### src/design/swk_consts.vh
// Constants for the selective wake configuration register bank
`ifndef SWK_CONSTS_VH
`define SWK_CONSTS_VH

// ==========================================================
// Register addresses (7-bit register address field)
`define SWK_ADDR_W          7
`define SWK_ADDR_CTRL       7'h30
`define SWK_ADDR_TIMING     7'h31
`define SWK_ADDR_ID_UPPER   7'h32
`define SWK_ADDR_ID_LOWER   7'h33
`define SWK_ADDR_MASK_UPPER 7'h34
`define SWK_ADDR_MASK_LOWER 7'h35

// ==========================================================
// Reset values
`define SWK_RST_CTRL        16'h0000
`define SWK_RST_TIMING      16'hCC96
`define SWK_RST_ID          16'h0000

// ==========================================================
// Writable bit masks (reserved bits read as zero)
`define SWK_WMASK_CTRL      16'h00F1
`define SWK_WMASK_TIMING    16'hFCFF
`define SWK_WMASK_ID_LOWER  16'hFF7F
`define SWK_WMASK_FULL      16'hFFFF

// ==========================================================
// Control field positions
`define SELECTIVE_WAKE_CONTROL_VALID      0
`define SELECTIVE_WAKE_CONTROL_TO_MASK    4
`define SELECTIVE_WAKE_CONTROL_UNLK_HI    6
`define SELECTIVE_WAKE_CONTROL_UNLK_LO    5
`define SELECTIVE_WAKE_CONTROL_OSC_CALIBRATION_ENABLE    7
`define SWK_UNLOCK_CODE     2'h3

// ==========================================================
// Timing and identifier field positions
`define SWK_SP_HI           15
`define SWK_SP_LO           10
`define SWK_QB_HI           7
`define SWK_QB_LO           0
`define SWK_IDE_BIT         0

// ==========================================================
// Device modes
`define SWK_MODE_W          2
`define SWK_MODE_NORMAL     2'h0
`define SWK_MODE_STOP       2'h1
`define SWK_MODE_SLEEP      2'h2
`define SWK_MODE_OTHER      2'h3

`endif

### src/design/swk_cfg_regs.v
// Selective wake configuration register bank with write/read port
`include "swk_consts.vh"
module swk_cfg_regs (
    input  wire                   MCLK,
    input  wire                   RST,
    input  wire                   REG_WR,
    input  wire                   REG_RD,
    input  wire [`SWK_ADDR_W-1:0] REG_ADDR,
    input  wire [15:0]            REG_WDATA,
    output reg  [15:0]            REG_RDATA,
    output reg                    REG_RVALID,
    input  wire                   WAKE_EVENT,
    input  wire                   CAN_TIMEOUT_EVENT,
    input  wire                   CAN_TIMEOUT_CLEAR,
    input  wire [`SWK_MODE_W-1:0] DEVICE_MODE,
    input  wire                   CAN_TRANSMIT_INPUT_PIN,
    output reg                    SELECTIVE_WAKE_ENABLED,
    output reg                    OSC_CALIBRATION_ACTIVE,
    output reg                    TRIM_PATTERN,
    output reg                    CAN_TIMEOUT_FLAG,
    output reg                    CAN_TIMEOUT_IRQ,
    output reg  [5:0]             SAMPLE_POINT_FRACTION,
    output reg  [7:0]             QUANTA_PER_BIT,
    output reg  [28:0]            WAKE_ID,
    output reg  [28:0]            WAKE_ID_COMPARE_MASK,
    output reg                    WAKE_ID_EXTENDED
);

    // ==========================================================
    // Intent and limitations
    // - Power-on and soft reset both arrive on RST. The partial
    //   retention of a restart is not modelled, so every field
    //   returns to its reset value on any reset.
    // - The lower identifier and both mask registers are held here
    //   only so that the frame decoder sees a whole identifier and
    //   mask. Their own behaviour lives with the decoder.
    // - Derived outputs lag the register file by one edge. This
    //   costs a cycle but keeps every top-level output a plain
    //   flip-flop, with no decode glitches at the pins.
    // - Writing a register with the value it already holds is not
    //   a change, so a repeated validate write keeps wake enabled.
    // - A write and a read in the same cycle are both taken; the
    //   read returns the value from before the write.
    // - The controller owns the trim pattern on the transmit pin;
    //   this block only gates it while calibration is enabled and unlocked.
    // - The write strobe is trusted for one cycle only: a strobe
    //   held high is taken again at every edge.

    // ==========================================================
    // Address decode shared by write strobes
    function sel;
        input [`SWK_ADDR_W-1:0] a;
        input [`SWK_ADDR_W-1:0] target;
        begin
            sel = (a == target);
        end
    endfunction

    wire wr_ctrl = REG_WR && sel(REG_ADDR, `SWK_ADDR_CTRL);

    // ==========================================================
    // Configuration registers other than control
    // Slot map of the generated registers:
    //   0 bit timing, 1 upper identifier, 2 lower identifier,
    //   3 upper mask, 4 lower mask
    localparam NREG = 5;
    wire [16*NREG-1:0] reg_vals;
    wire [NREG-1:0]    reg_chg;
    wire [`SWK_ADDR_W*NREG-1:0] reg_addrs = {`SWK_ADDR_MASK_LOWER,
        `SWK_ADDR_MASK_UPPER, `SWK_ADDR_ID_LOWER, `SWK_ADDR_ID_UPPER,
        `SWK_ADDR_TIMING};
    // Per-slot reset values and write masks, highest slot first
    localparam [16*NREG-1:0] REG_RST = {`SWK_RST_ID, `SWK_RST_ID,
        `SWK_RST_ID, `SWK_RST_ID, `SWK_RST_TIMING};
    localparam [16*NREG-1:0] REG_WM = {`SWK_WMASK_FULL, `SWK_WMASK_FULL,
        `SWK_WMASK_ID_LOWER, `SWK_WMASK_FULL, `SWK_WMASK_TIMING};

    genvar gi;
    generate
        for (gi = 0; gi < NREG; gi = gi + 1) begin : g_reg
            // Timing keeps reserved 9:8 zero, lower id keeps bit 7 zero
            swk_reg16 #(
                .RST_VAL (REG_RST[16*gi +: 16]),
                .WMASK   (REG_WM[16*gi +: 16])
            ) u_reg (
                .clk     (MCLK),
                .rst     (RST),
                .wr_en   (REG_WR && sel(REG_ADDR,
                          reg_addrs[`SWK_ADDR_W*gi +: `SWK_ADDR_W])),
                .wr_data (REG_WDATA),
                .value_q (reg_vals[16*gi +: 16]),
                .changes (reg_chg[gi])
            );
        end
    endgenerate

    wire [15:0] timing_q     = reg_vals[15:0];
    wire [15:0] id_upper_q   = reg_vals[31:16];
    wire [15:0] id_lower_q   = reg_vals[47:32];
    wire [15:0] mask_upper_q = reg_vals[63:48];
    wire [15:0] mask_lower_q = reg_vals[79:64];

    // ==========================================================
    // Control register fields
    reg        valid_q;
    reg        to_mask_q;
    reg  [1:0] unlock_q;
    reg        osc_calibration_enable_q;

    // Any alteration of control bits other than the valid flag is a change
    wire ctrl_cfg_chg = wr_ctrl && (
        (REG_WDATA[`SELECTIVE_WAKE_CONTROL_TO_MASK] != to_mask_q) ||
        (REG_WDATA[`SELECTIVE_WAKE_CONTROL_UNLK_HI:`SELECTIVE_WAKE_CONTROL_UNLK_LO] != unlock_q) ||
        (REG_WDATA[`SELECTIVE_WAKE_CONTROL_OSC_CALIBRATION_ENABLE] != osc_calibration_enable_q));
    wire cfg_changed = ctrl_cfg_chg || (|reg_chg);

    // Control fields other than the valid flag
    always @(posedge MCLK) begin
        if (RST) begin
            to_mask_q <= 1'b0;
            unlock_q  <= 2'h0;
            osc_calibration_enable_q <= 1'b0;
        end else if (wr_ctrl) begin
            to_mask_q <= REG_WDATA[`SELECTIVE_WAKE_CONTROL_TO_MASK];
            unlock_q  <= REG_WDATA[`SELECTIVE_WAKE_CONTROL_UNLK_HI:`SELECTIVE_WAKE_CONTROL_UNLK_LO];
            osc_calibration_enable_q <= REG_WDATA[`SELECTIVE_WAKE_CONTROL_OSC_CALIBRATION_ENABLE];
        end
    end

    // Valid flag: hardware clear beats a software set in the same cycle,
    // since a set together with an edit would validate unchecked data
    always @(posedge MCLK) begin
        if (RST) begin
            valid_q <= 1'b0;
        end else if (WAKE_EVENT || cfg_changed) begin
            valid_q <= 1'b0;
        end else if (wr_ctrl) begin
            valid_q <= REG_WDATA[`SELECTIVE_WAKE_CONTROL_VALID];
        end
    end

    wire [15:0] ctrl_read = {8'h00, osc_calibration_enable_q, unlock_q, to_mask_q, 3'h0,
                             valid_q};

    // ==========================================================
    // Read mux: unmapped addresses read zero
    reg [15:0] rdata_d;
    always @* begin
        case (REG_ADDR)
            `SWK_ADDR_CTRL:       rdata_d = ctrl_read;
            `SWK_ADDR_TIMING:     rdata_d = timing_q;
            `SWK_ADDR_ID_UPPER:   rdata_d = id_upper_q;
            `SWK_ADDR_ID_LOWER:   rdata_d = id_lower_q;
            `SWK_ADDR_MASK_UPPER: rdata_d = mask_upper_q;
            `SWK_ADDR_MASK_LOWER: rdata_d = mask_lower_q;
            default:              rdata_d = 16'h0000;
        endcase
    end

    // Read port: one cycle latency; data holds until the next read,
    // so a slow controller may still pick it up later
    always @(posedge MCLK) begin
        if (RST) begin
            REG_RDATA  <= 16'h0000;
            REG_RVALID <= 1'b0;
        end else begin
            REG_RVALID <= REG_RD;
            if (REG_RD) begin
                REG_RDATA <= rdata_d;
            end
        end
    end

    // ==========================================================
    // Time-out flag and interrupt
    wire mode_ok = (DEVICE_MODE == `SWK_MODE_NORMAL) ||
                   (DEVICE_MODE == `SWK_MODE_STOP);
    wire unlocked = (unlock_q == `SWK_UNLOCK_CODE);

    // Status flag: set wins over a clear in the same cycle, and both
    // are ignored while wake is off, so stale bus events leave no trace
    always @(posedge MCLK) begin
        if (RST) begin
            CAN_TIMEOUT_FLAG <= 1'b0;
        end else if (SELECTIVE_WAKE_ENABLED) begin
            if (CAN_TIMEOUT_EVENT) begin
                CAN_TIMEOUT_FLAG <= 1'b1;
            end else if (CAN_TIMEOUT_CLEAR) begin
                CAN_TIMEOUT_FLAG <= 1'b0;
            end
        end
    end

    // Interrupt: one-cycle pulse per time-out event in normal or stop mode; a masked event
    // still sets the flag, so polling can find it
    always @(posedge MCLK) begin
        if (RST) begin
            CAN_TIMEOUT_IRQ <= 1'b0;
        end else begin
            CAN_TIMEOUT_IRQ <= CAN_TIMEOUT_EVENT && SELECTIVE_WAKE_ENABLED
                               && mode_ok
                               && to_mask_q;
        end
    end

    // ==========================================================
    // Wake enable: only on validated configuration; it drops in the same edge
    // as a wake or change clear of the valid flag, one edge after a software clear
    always @(posedge MCLK) begin
        if (RST) begin
            SELECTIVE_WAKE_ENABLED <= 1'b0;
        end else begin
            SELECTIVE_WAKE_ENABLED <= valid_q && !(WAKE_EVENT ||
                                      cfg_changed);
        end
    end

    // ==========================================================
    // Calibration runs only when both enabled and unlocked, so a
    // stray write of the enable bit alone cannot retune the clock
    always @(posedge MCLK) begin
        if (RST) begin
            OSC_CALIBRATION_ACTIVE <= 1'b0;
            TRIM_PATTERN           <= 1'b0;
        end else begin
            OSC_CALIBRATION_ACTIVE <= osc_calibration_enable_q && unlocked;
            // Pattern on the transmit pin passes only during calibration
            TRIM_PATTERN <= osc_calibration_enable_q && unlocked
                            && CAN_TRANSMIT_INPUT_PIN;
        end
    end

    // ==========================================================
    // Bit timing fields for the frame decoder
    always @(posedge MCLK) begin
        if (RST) begin
            SAMPLE_POINT_FRACTION <= 6'h00;
            QUANTA_PER_BIT        <= 8'h00;
        end else begin
            SAMPLE_POINT_FRACTION <= timing_q[`SWK_SP_HI:`SWK_SP_LO];
            QUANTA_PER_BIT <= timing_q[`SWK_QB_HI:`SWK_QB_LO];
        end
    end

    // ==========================================================
    // Packs an upper and lower register pair into 29 identifier bits,
    // skipping the reserved bit and the two frame-type bits
    function [28:0] pack_id;
        input [15:0] upper;
        input [15:0] lower;
        begin
            pack_id = {upper, lower[15:8], lower[6:2]};
        end
    endfunction

    wire [28:0] id_full   = pack_id(id_upper_q, id_lower_q);
    wire [28:0] mask_full = pack_id(mask_upper_q, mask_lower_q);

    // Standard frames compare only the top 11 identifier bits; the
    // rest of the mask is forced off rather than left to stale
    // extended-mode settings
    always @(posedge MCLK) begin
        if (RST) begin
            WAKE_ID              <= 29'h00000000;
            WAKE_ID_COMPARE_MASK <= 29'h00000000;
            WAKE_ID_EXTENDED     <= 1'b0;
        end else begin
            WAKE_ID <= id_full;
            WAKE_ID_EXTENDED <= id_lower_q[`SWK_IDE_BIT];
            WAKE_ID_COMPARE_MASK <= id_lower_q[`SWK_IDE_BIT] ?
                mask_full : {mask_upper_q[15:5], 18'h00000};
        end
    end

endmodule // swk_cfg_regs

### src/design/swk_reg16.v
// One 16-bit configuration register with write mask and change detect
module swk_reg16 #(
    parameter [15:0] RST_VAL = 16'h0000,
    parameter [15:0] WMASK   = 16'hFFFF
) (
    input  wire        clk,
    input  wire        rst,
    input  wire        wr_en,
    input  wire [15:0] wr_data,
    output reg  [15:0] value_q,
    output wire        changes
);

    // Only writable bits are stored; reserved bits stay zero
    wire [15:0] masked_d = wr_data & WMASK;

    // A write that alters the stored value counts as a change
    assign changes = wr_en && (masked_d != value_q);

    // ==========================================================
    // Storage
    always @(posedge clk) begin
        if (rst) begin
            value_q <= RST_VAL & WMASK;
        end else if (wr_en) begin
            value_q <= masked_d;
        end
    end

endmodule // swk_reg16

### config.mk
export PLATFORM = sky130hd
export DESIGN_NAME = swk_cfg_regs
export DESIGN_NICKNAME = d
export VERILOG_FILES = /design/src/design/swk_cfg_regs.v /design/src/design/swk_reg16.v
export VERILOG_INCLUDE_DIRS = /design/src /design/src/design
export SDC_FILE = /design/constraint.sdc
export NUM_CORES = 1
export LEC_CHECK = 0
export BUFFER_PORTS_ARGS = -buffer_cell sky130_fd_sc_hd__buf_2
export CORE_ASPECT_RATIO = 2
export CORE_MARGIN = 4
export CORE_UTILIZATION = 50
export DETAILED_ROUTE_END_ITERATION = 8
export PLACE_DENSITY = 0.75
export SYNTH_ARGS = -nofsm -noshare
export SYNTH_HDL_FRONTEND = slang
export SYNTH_SLANG_ARGS = --single-unit
### constraint.sdc
create_clock -name MCLK -period 1.34 [get_ports MCLK]
set_input_delay 0.134 -clock MCLK [delete_from_list [all_inputs] [get_ports MCLK]]
set_output_delay 0.134 -clock MCLK [all_outputs]
set_load 0.005 [all_outputs]
==> summary.md <==
| Metric | Value |
|---|---|
| Post-Synth XOR/XNOR Area | 0.0973 |
| Design area | 0.00988 mm^2 |
| Row count | 62 |
| Worst-path fanout max | 4 |
| Worst hold path class | primary input to flip-flop |
| RSZ-0062 raised after global routing | true |
| Sequential power share | 0.479 |
| Mux cell area share after synthesis | 0.142 |
| WS Path Type | flip-flop to flip-flop |
| Tcrit/Tclk final | 1.12 |
| Pre-antenna DRT Iters | 4 |
| Relative slew slack | 0.349 |
| R2r setup slk | -0.17 ns |
| Main synth FF type | dfxtp_1 |
| Drt drc | 0 |
| Total gr overflow | 0 |
| Clk slew on worst S/H paths | 0.08 ns |
| TritonCTS clock tree | built |
| DRT iter0 DRCs | 355 |
| Clock power frac | 0.451 |
| Htree depth | 4 |
| Crit path cell chain | xnor2_1, nand3_1, nor4_2, o22ai_2, nor4_1 |
| CP max stage cell | nor4_2 |
| Final count of pins violating max slew | 0 |
| Least-Margin Pin Slew | 0.973 ns |
| FFs w/ async S/R, synth | 0 |
| CTS sink count | 177 |
| Final setup fails | 3 |
| Startpoint class of the critical path | flip-flop |
| DP Cell Count | 1,115 |
| I/O Buffers | 126 |
| Post-placement cell area | 0.00908 mm^2 |
| Synth Area in Compound Gates | 0.0633 |
| Area growth syn-to-layout | 35.6% |
| Largest net degree at the start of global routing | 72 |
| Layout filler cell count | 1,097 |
| Main combinational cell family by area after synthesis | simple AND/OR/NAND/NOR gates |
| Io pins | 128 |
| EDFF count, synth | 0 |
| Final antenna-violating net count | 0 |
| Vias/cell | 5.21 |
| Max Fclk | 664 MHz |
| WP data arrival | 1.87 ns |
| Core area | 0.0144 mm^2 |
| Top delay family on crit path | simple AND/OR/NAND/NOR gates |
| Failing checks | setup timing |
| CTS Buffer Depth | 2 |
| Leakage | 4.58 nW |
| Post-DP HPWL | 15,300 um |
| First-pass GRT wire length | 32,100 um |
| CP required | 1.70 ns |
| Die Span Y | 179 um |
| Die ar. | 0.0167 mm^2 |
| Pre-CTS WS | -0.442 ns |
| Clock period minus worst slack | 1.51 ns |
| Peak VDD IR | 0.000950 V |
| Critical path's largest stage delay | 0.35 ns |
| Final hold violations | 0 |
| CP Buf/Inv Count | 0 |
| Comb power frac | 0.069 |
| Layout cells sized above 1 | 0.368 |
| Post-Synth Simple-Gate Area | 0.170 |
| Mapped Area | 0.00729 mm^2 |
| Warnings, synthesis | 0 |
| Synth Area in Adders | 0 |
| Routed WL per cell | 18.1 um |
| Total chip power | 0.0111 W |
| Cts bufs inserted | 17 |
| Cell count after synthesis | 708 |
| Fin worst setup slack | -0.165 ns |
| Vias in the first global route | 6,121 |
| Syn avg cell area | 10.3 um^2 |
| Initial antenna violation count | 2 |
| Total track usage | 0.255 |
| Final hold slack | 0.00934 ns |
| Vias | 6,006 |
| Yosys reg bits | 177 |
| Starting Density | 0.508 |
| Pwr Density | 1120 mW/mm^2 |
| Sequential cell area fraction in the yosys report | 0.486 |
| Root buf cell | clkbuf_16 |
| Syn Nets | 741 |
| Status | complete, but fails checks |
| Max Cap Viol | 0 |
| Chip width | 93.4 um |
| Final WL | 20,800 um |
| Fin nets | 979 |
| Internal power | 0.00828 W |
| Yosys cell types | 42 |
| Non-filler instance count after layout | 1,153 |
| Worst Skew | 0.0190 ns |
| Switching share of power | 0.251 |
| Worst-skew pair later-pin latency | 0.44 ns |
| GP Congestion | 0.933 |
| P_sw | 0.00277 W |
| Worst Setup End Kind | flip-flop |
-- cells in the mapped netlist (5+ instances only) --
| cell type | instances | share of area |
|---|---|---|
| nand2_1 | 8 | 0.0041 |
| clkbuf_1 | 24 | 0.012 |
| mux2_1 | 7 | 0.011 |
| a211o_1 | 8 | 0.0096 |
| a22o_1 | 12 | 0.014 |
| mux2i_1 | 84 | 0.12 |
| o22ai_1 | 13 | 0.011 |
| buf_2 | 20 | 0.014 |
| buf_6 | 5 | 0.0077 |
| a22oi_1 | 9 | 0.0093 |
| dfxtp_1 | 177 | 0.49 |
| inv_1 | 9 | 0.0046 |
| and2_1 | 19 | 0.016 |
| nor2b_1 | 58 | 0.050 |
| xnor2_1 | 81 | 0.097 |
| nor2_1 | 99 | 0.051 |
| nand4_1 | 19 | 0.016 |
| nor4_1 | 7 | 0.0060 |
| a21oi_1 | 13 | 0.0089 |
-- layout by cell type, fill, tap and decap left out, types with 2 or more instances in the layout --
master         synthesis  final
a22oi_1                9      5
inv_6                  0      5
dfxtp_2                0     15
mux4_2                 4      4
buf_2                 20    125
diode_2                0      2
nand3_4                3      3
nand4_1               19     19
nand2_1                8      8
inv_8                  0      4
a211oi_1               4      3
dfxtp_1              177    162
a21oi_1               13     10
mux2_1                 7      6
mux2_2                 2      3
nand3_1                3      3
buf_6                  5      3
a21oi_2                0      3
nor2_1                99     99
buf_12                 0     10
inv_1                  9      9
clkbuf_16              0     17
a22o_1                12     12
clkinvlp_4             0      3
mux2i_1               84     84
nor4_2                 0      4
buf_4                  3    130
dlygate4sd3_1          0      4
and2_1                19     19
xnor2_2                0      8
a211o_1                8      8
nor2b_1               58     58
xnor2_1               81     73
a22oi_2                0      4
o22ai_1               13     12
nor4_1                 7      3
-- per-stage QoR --
step,utilization,TNS [ns]
after floorplan,-,-0.899
after global placement,0.633,-8.71
after detailed placement,0.633,-10.79
after CTS,0.683,-0.315
after global routing,0.689,-0.466
final,0.689,-0.328
-- final cells by class --
type | count | area [um^2] | share of cell area
inverters | 9 | 33.8 | 0.00342
repair buffers | 272 | 1880 | 0.190
clock buffers | 17 | 425 | 0.0430
multi-input cells | 469 | 3570 | 0.362
clock inverters | 15 | 166 | 0.0168
diodes | 2 | 5.00 | 0.000506
flip-flops and latches | 177 | 3560 | 0.360
well taps | 192 | 240 | 0.0243
-- path summary, 6_finish.rpt --
check / from / cells after the start / end
worst min register to register: REG_RDATA[9] / 1 / REG_RDATA[9]
worst min-delay path: REG_RD / 2 / REG_RVALID
worst max register to register: g_reg[2].u_reg.value_q[2] / 5 / SELECTIVE_WAKE_ENABLED
worst max-delay path: g_reg[2].u_reg.value_q[2] / 5 / SELECTIVE_WAKE_ENABLED
-- sequential cells by signal, summed over array words and instances (netlist names), 2 cells and up --
name and flops:
WAKE_ID_COMPARE_MASK 29, REG_RDATA 16, QUANTA_PER_BIT 8, unlock_q 2
WAKE_ID 29, g.u_reg.value_q 77, SAMPLE_POINT_FRACTION 6
-- worst reg2reg max path, stage by stage (launching register included) --
cell and delay [ns]:
dfxtp_2 0.34, xnor2_1 0.22, nand3_1 0.13, nor4_2 0.35, o22ai_2 0.13, nor4_1 0.27
-- power groups by stage --
stage,Sequential [W],Combinational (W),Clock (W)
final,0.00530,0.000766,0.00499
after global routing,0.00530,0.000809,0.00530
after CTS,0.00530,0.000745,0.00505
after detailed placement,0.00542,0.000720,0
after global placement,0.00542,0.000712,0
after floorplan,0.00542,0.000410,0
-- per-layer routing --
layer,up-vias,part of all wire,track usage
met5,-,0,0
met1,2852,0.36,0.270
met2,211,0.53,0.454
met4,0,0.064,0.163
li1,2870,-,-
met3,73,0.047,0.0458
-- timing repair --
item / in CTS / in global routing
pin swaps: 11 / 8
endpoints found under the hold margin: 3 / 0
hold buffers: 4 / 0
cloned: 0 / 0
resized for setup: 17 / 24
setup endpoints to repair: 4 / 9
setup buffers: 0 / 0
-- cells by family after synthesis --
family,Yosys count
simple gates,226
flops,177
mux,97
xor+xnor,81
compound gates,65
buf+inv,62
Power figures use the tool's default switching activity.
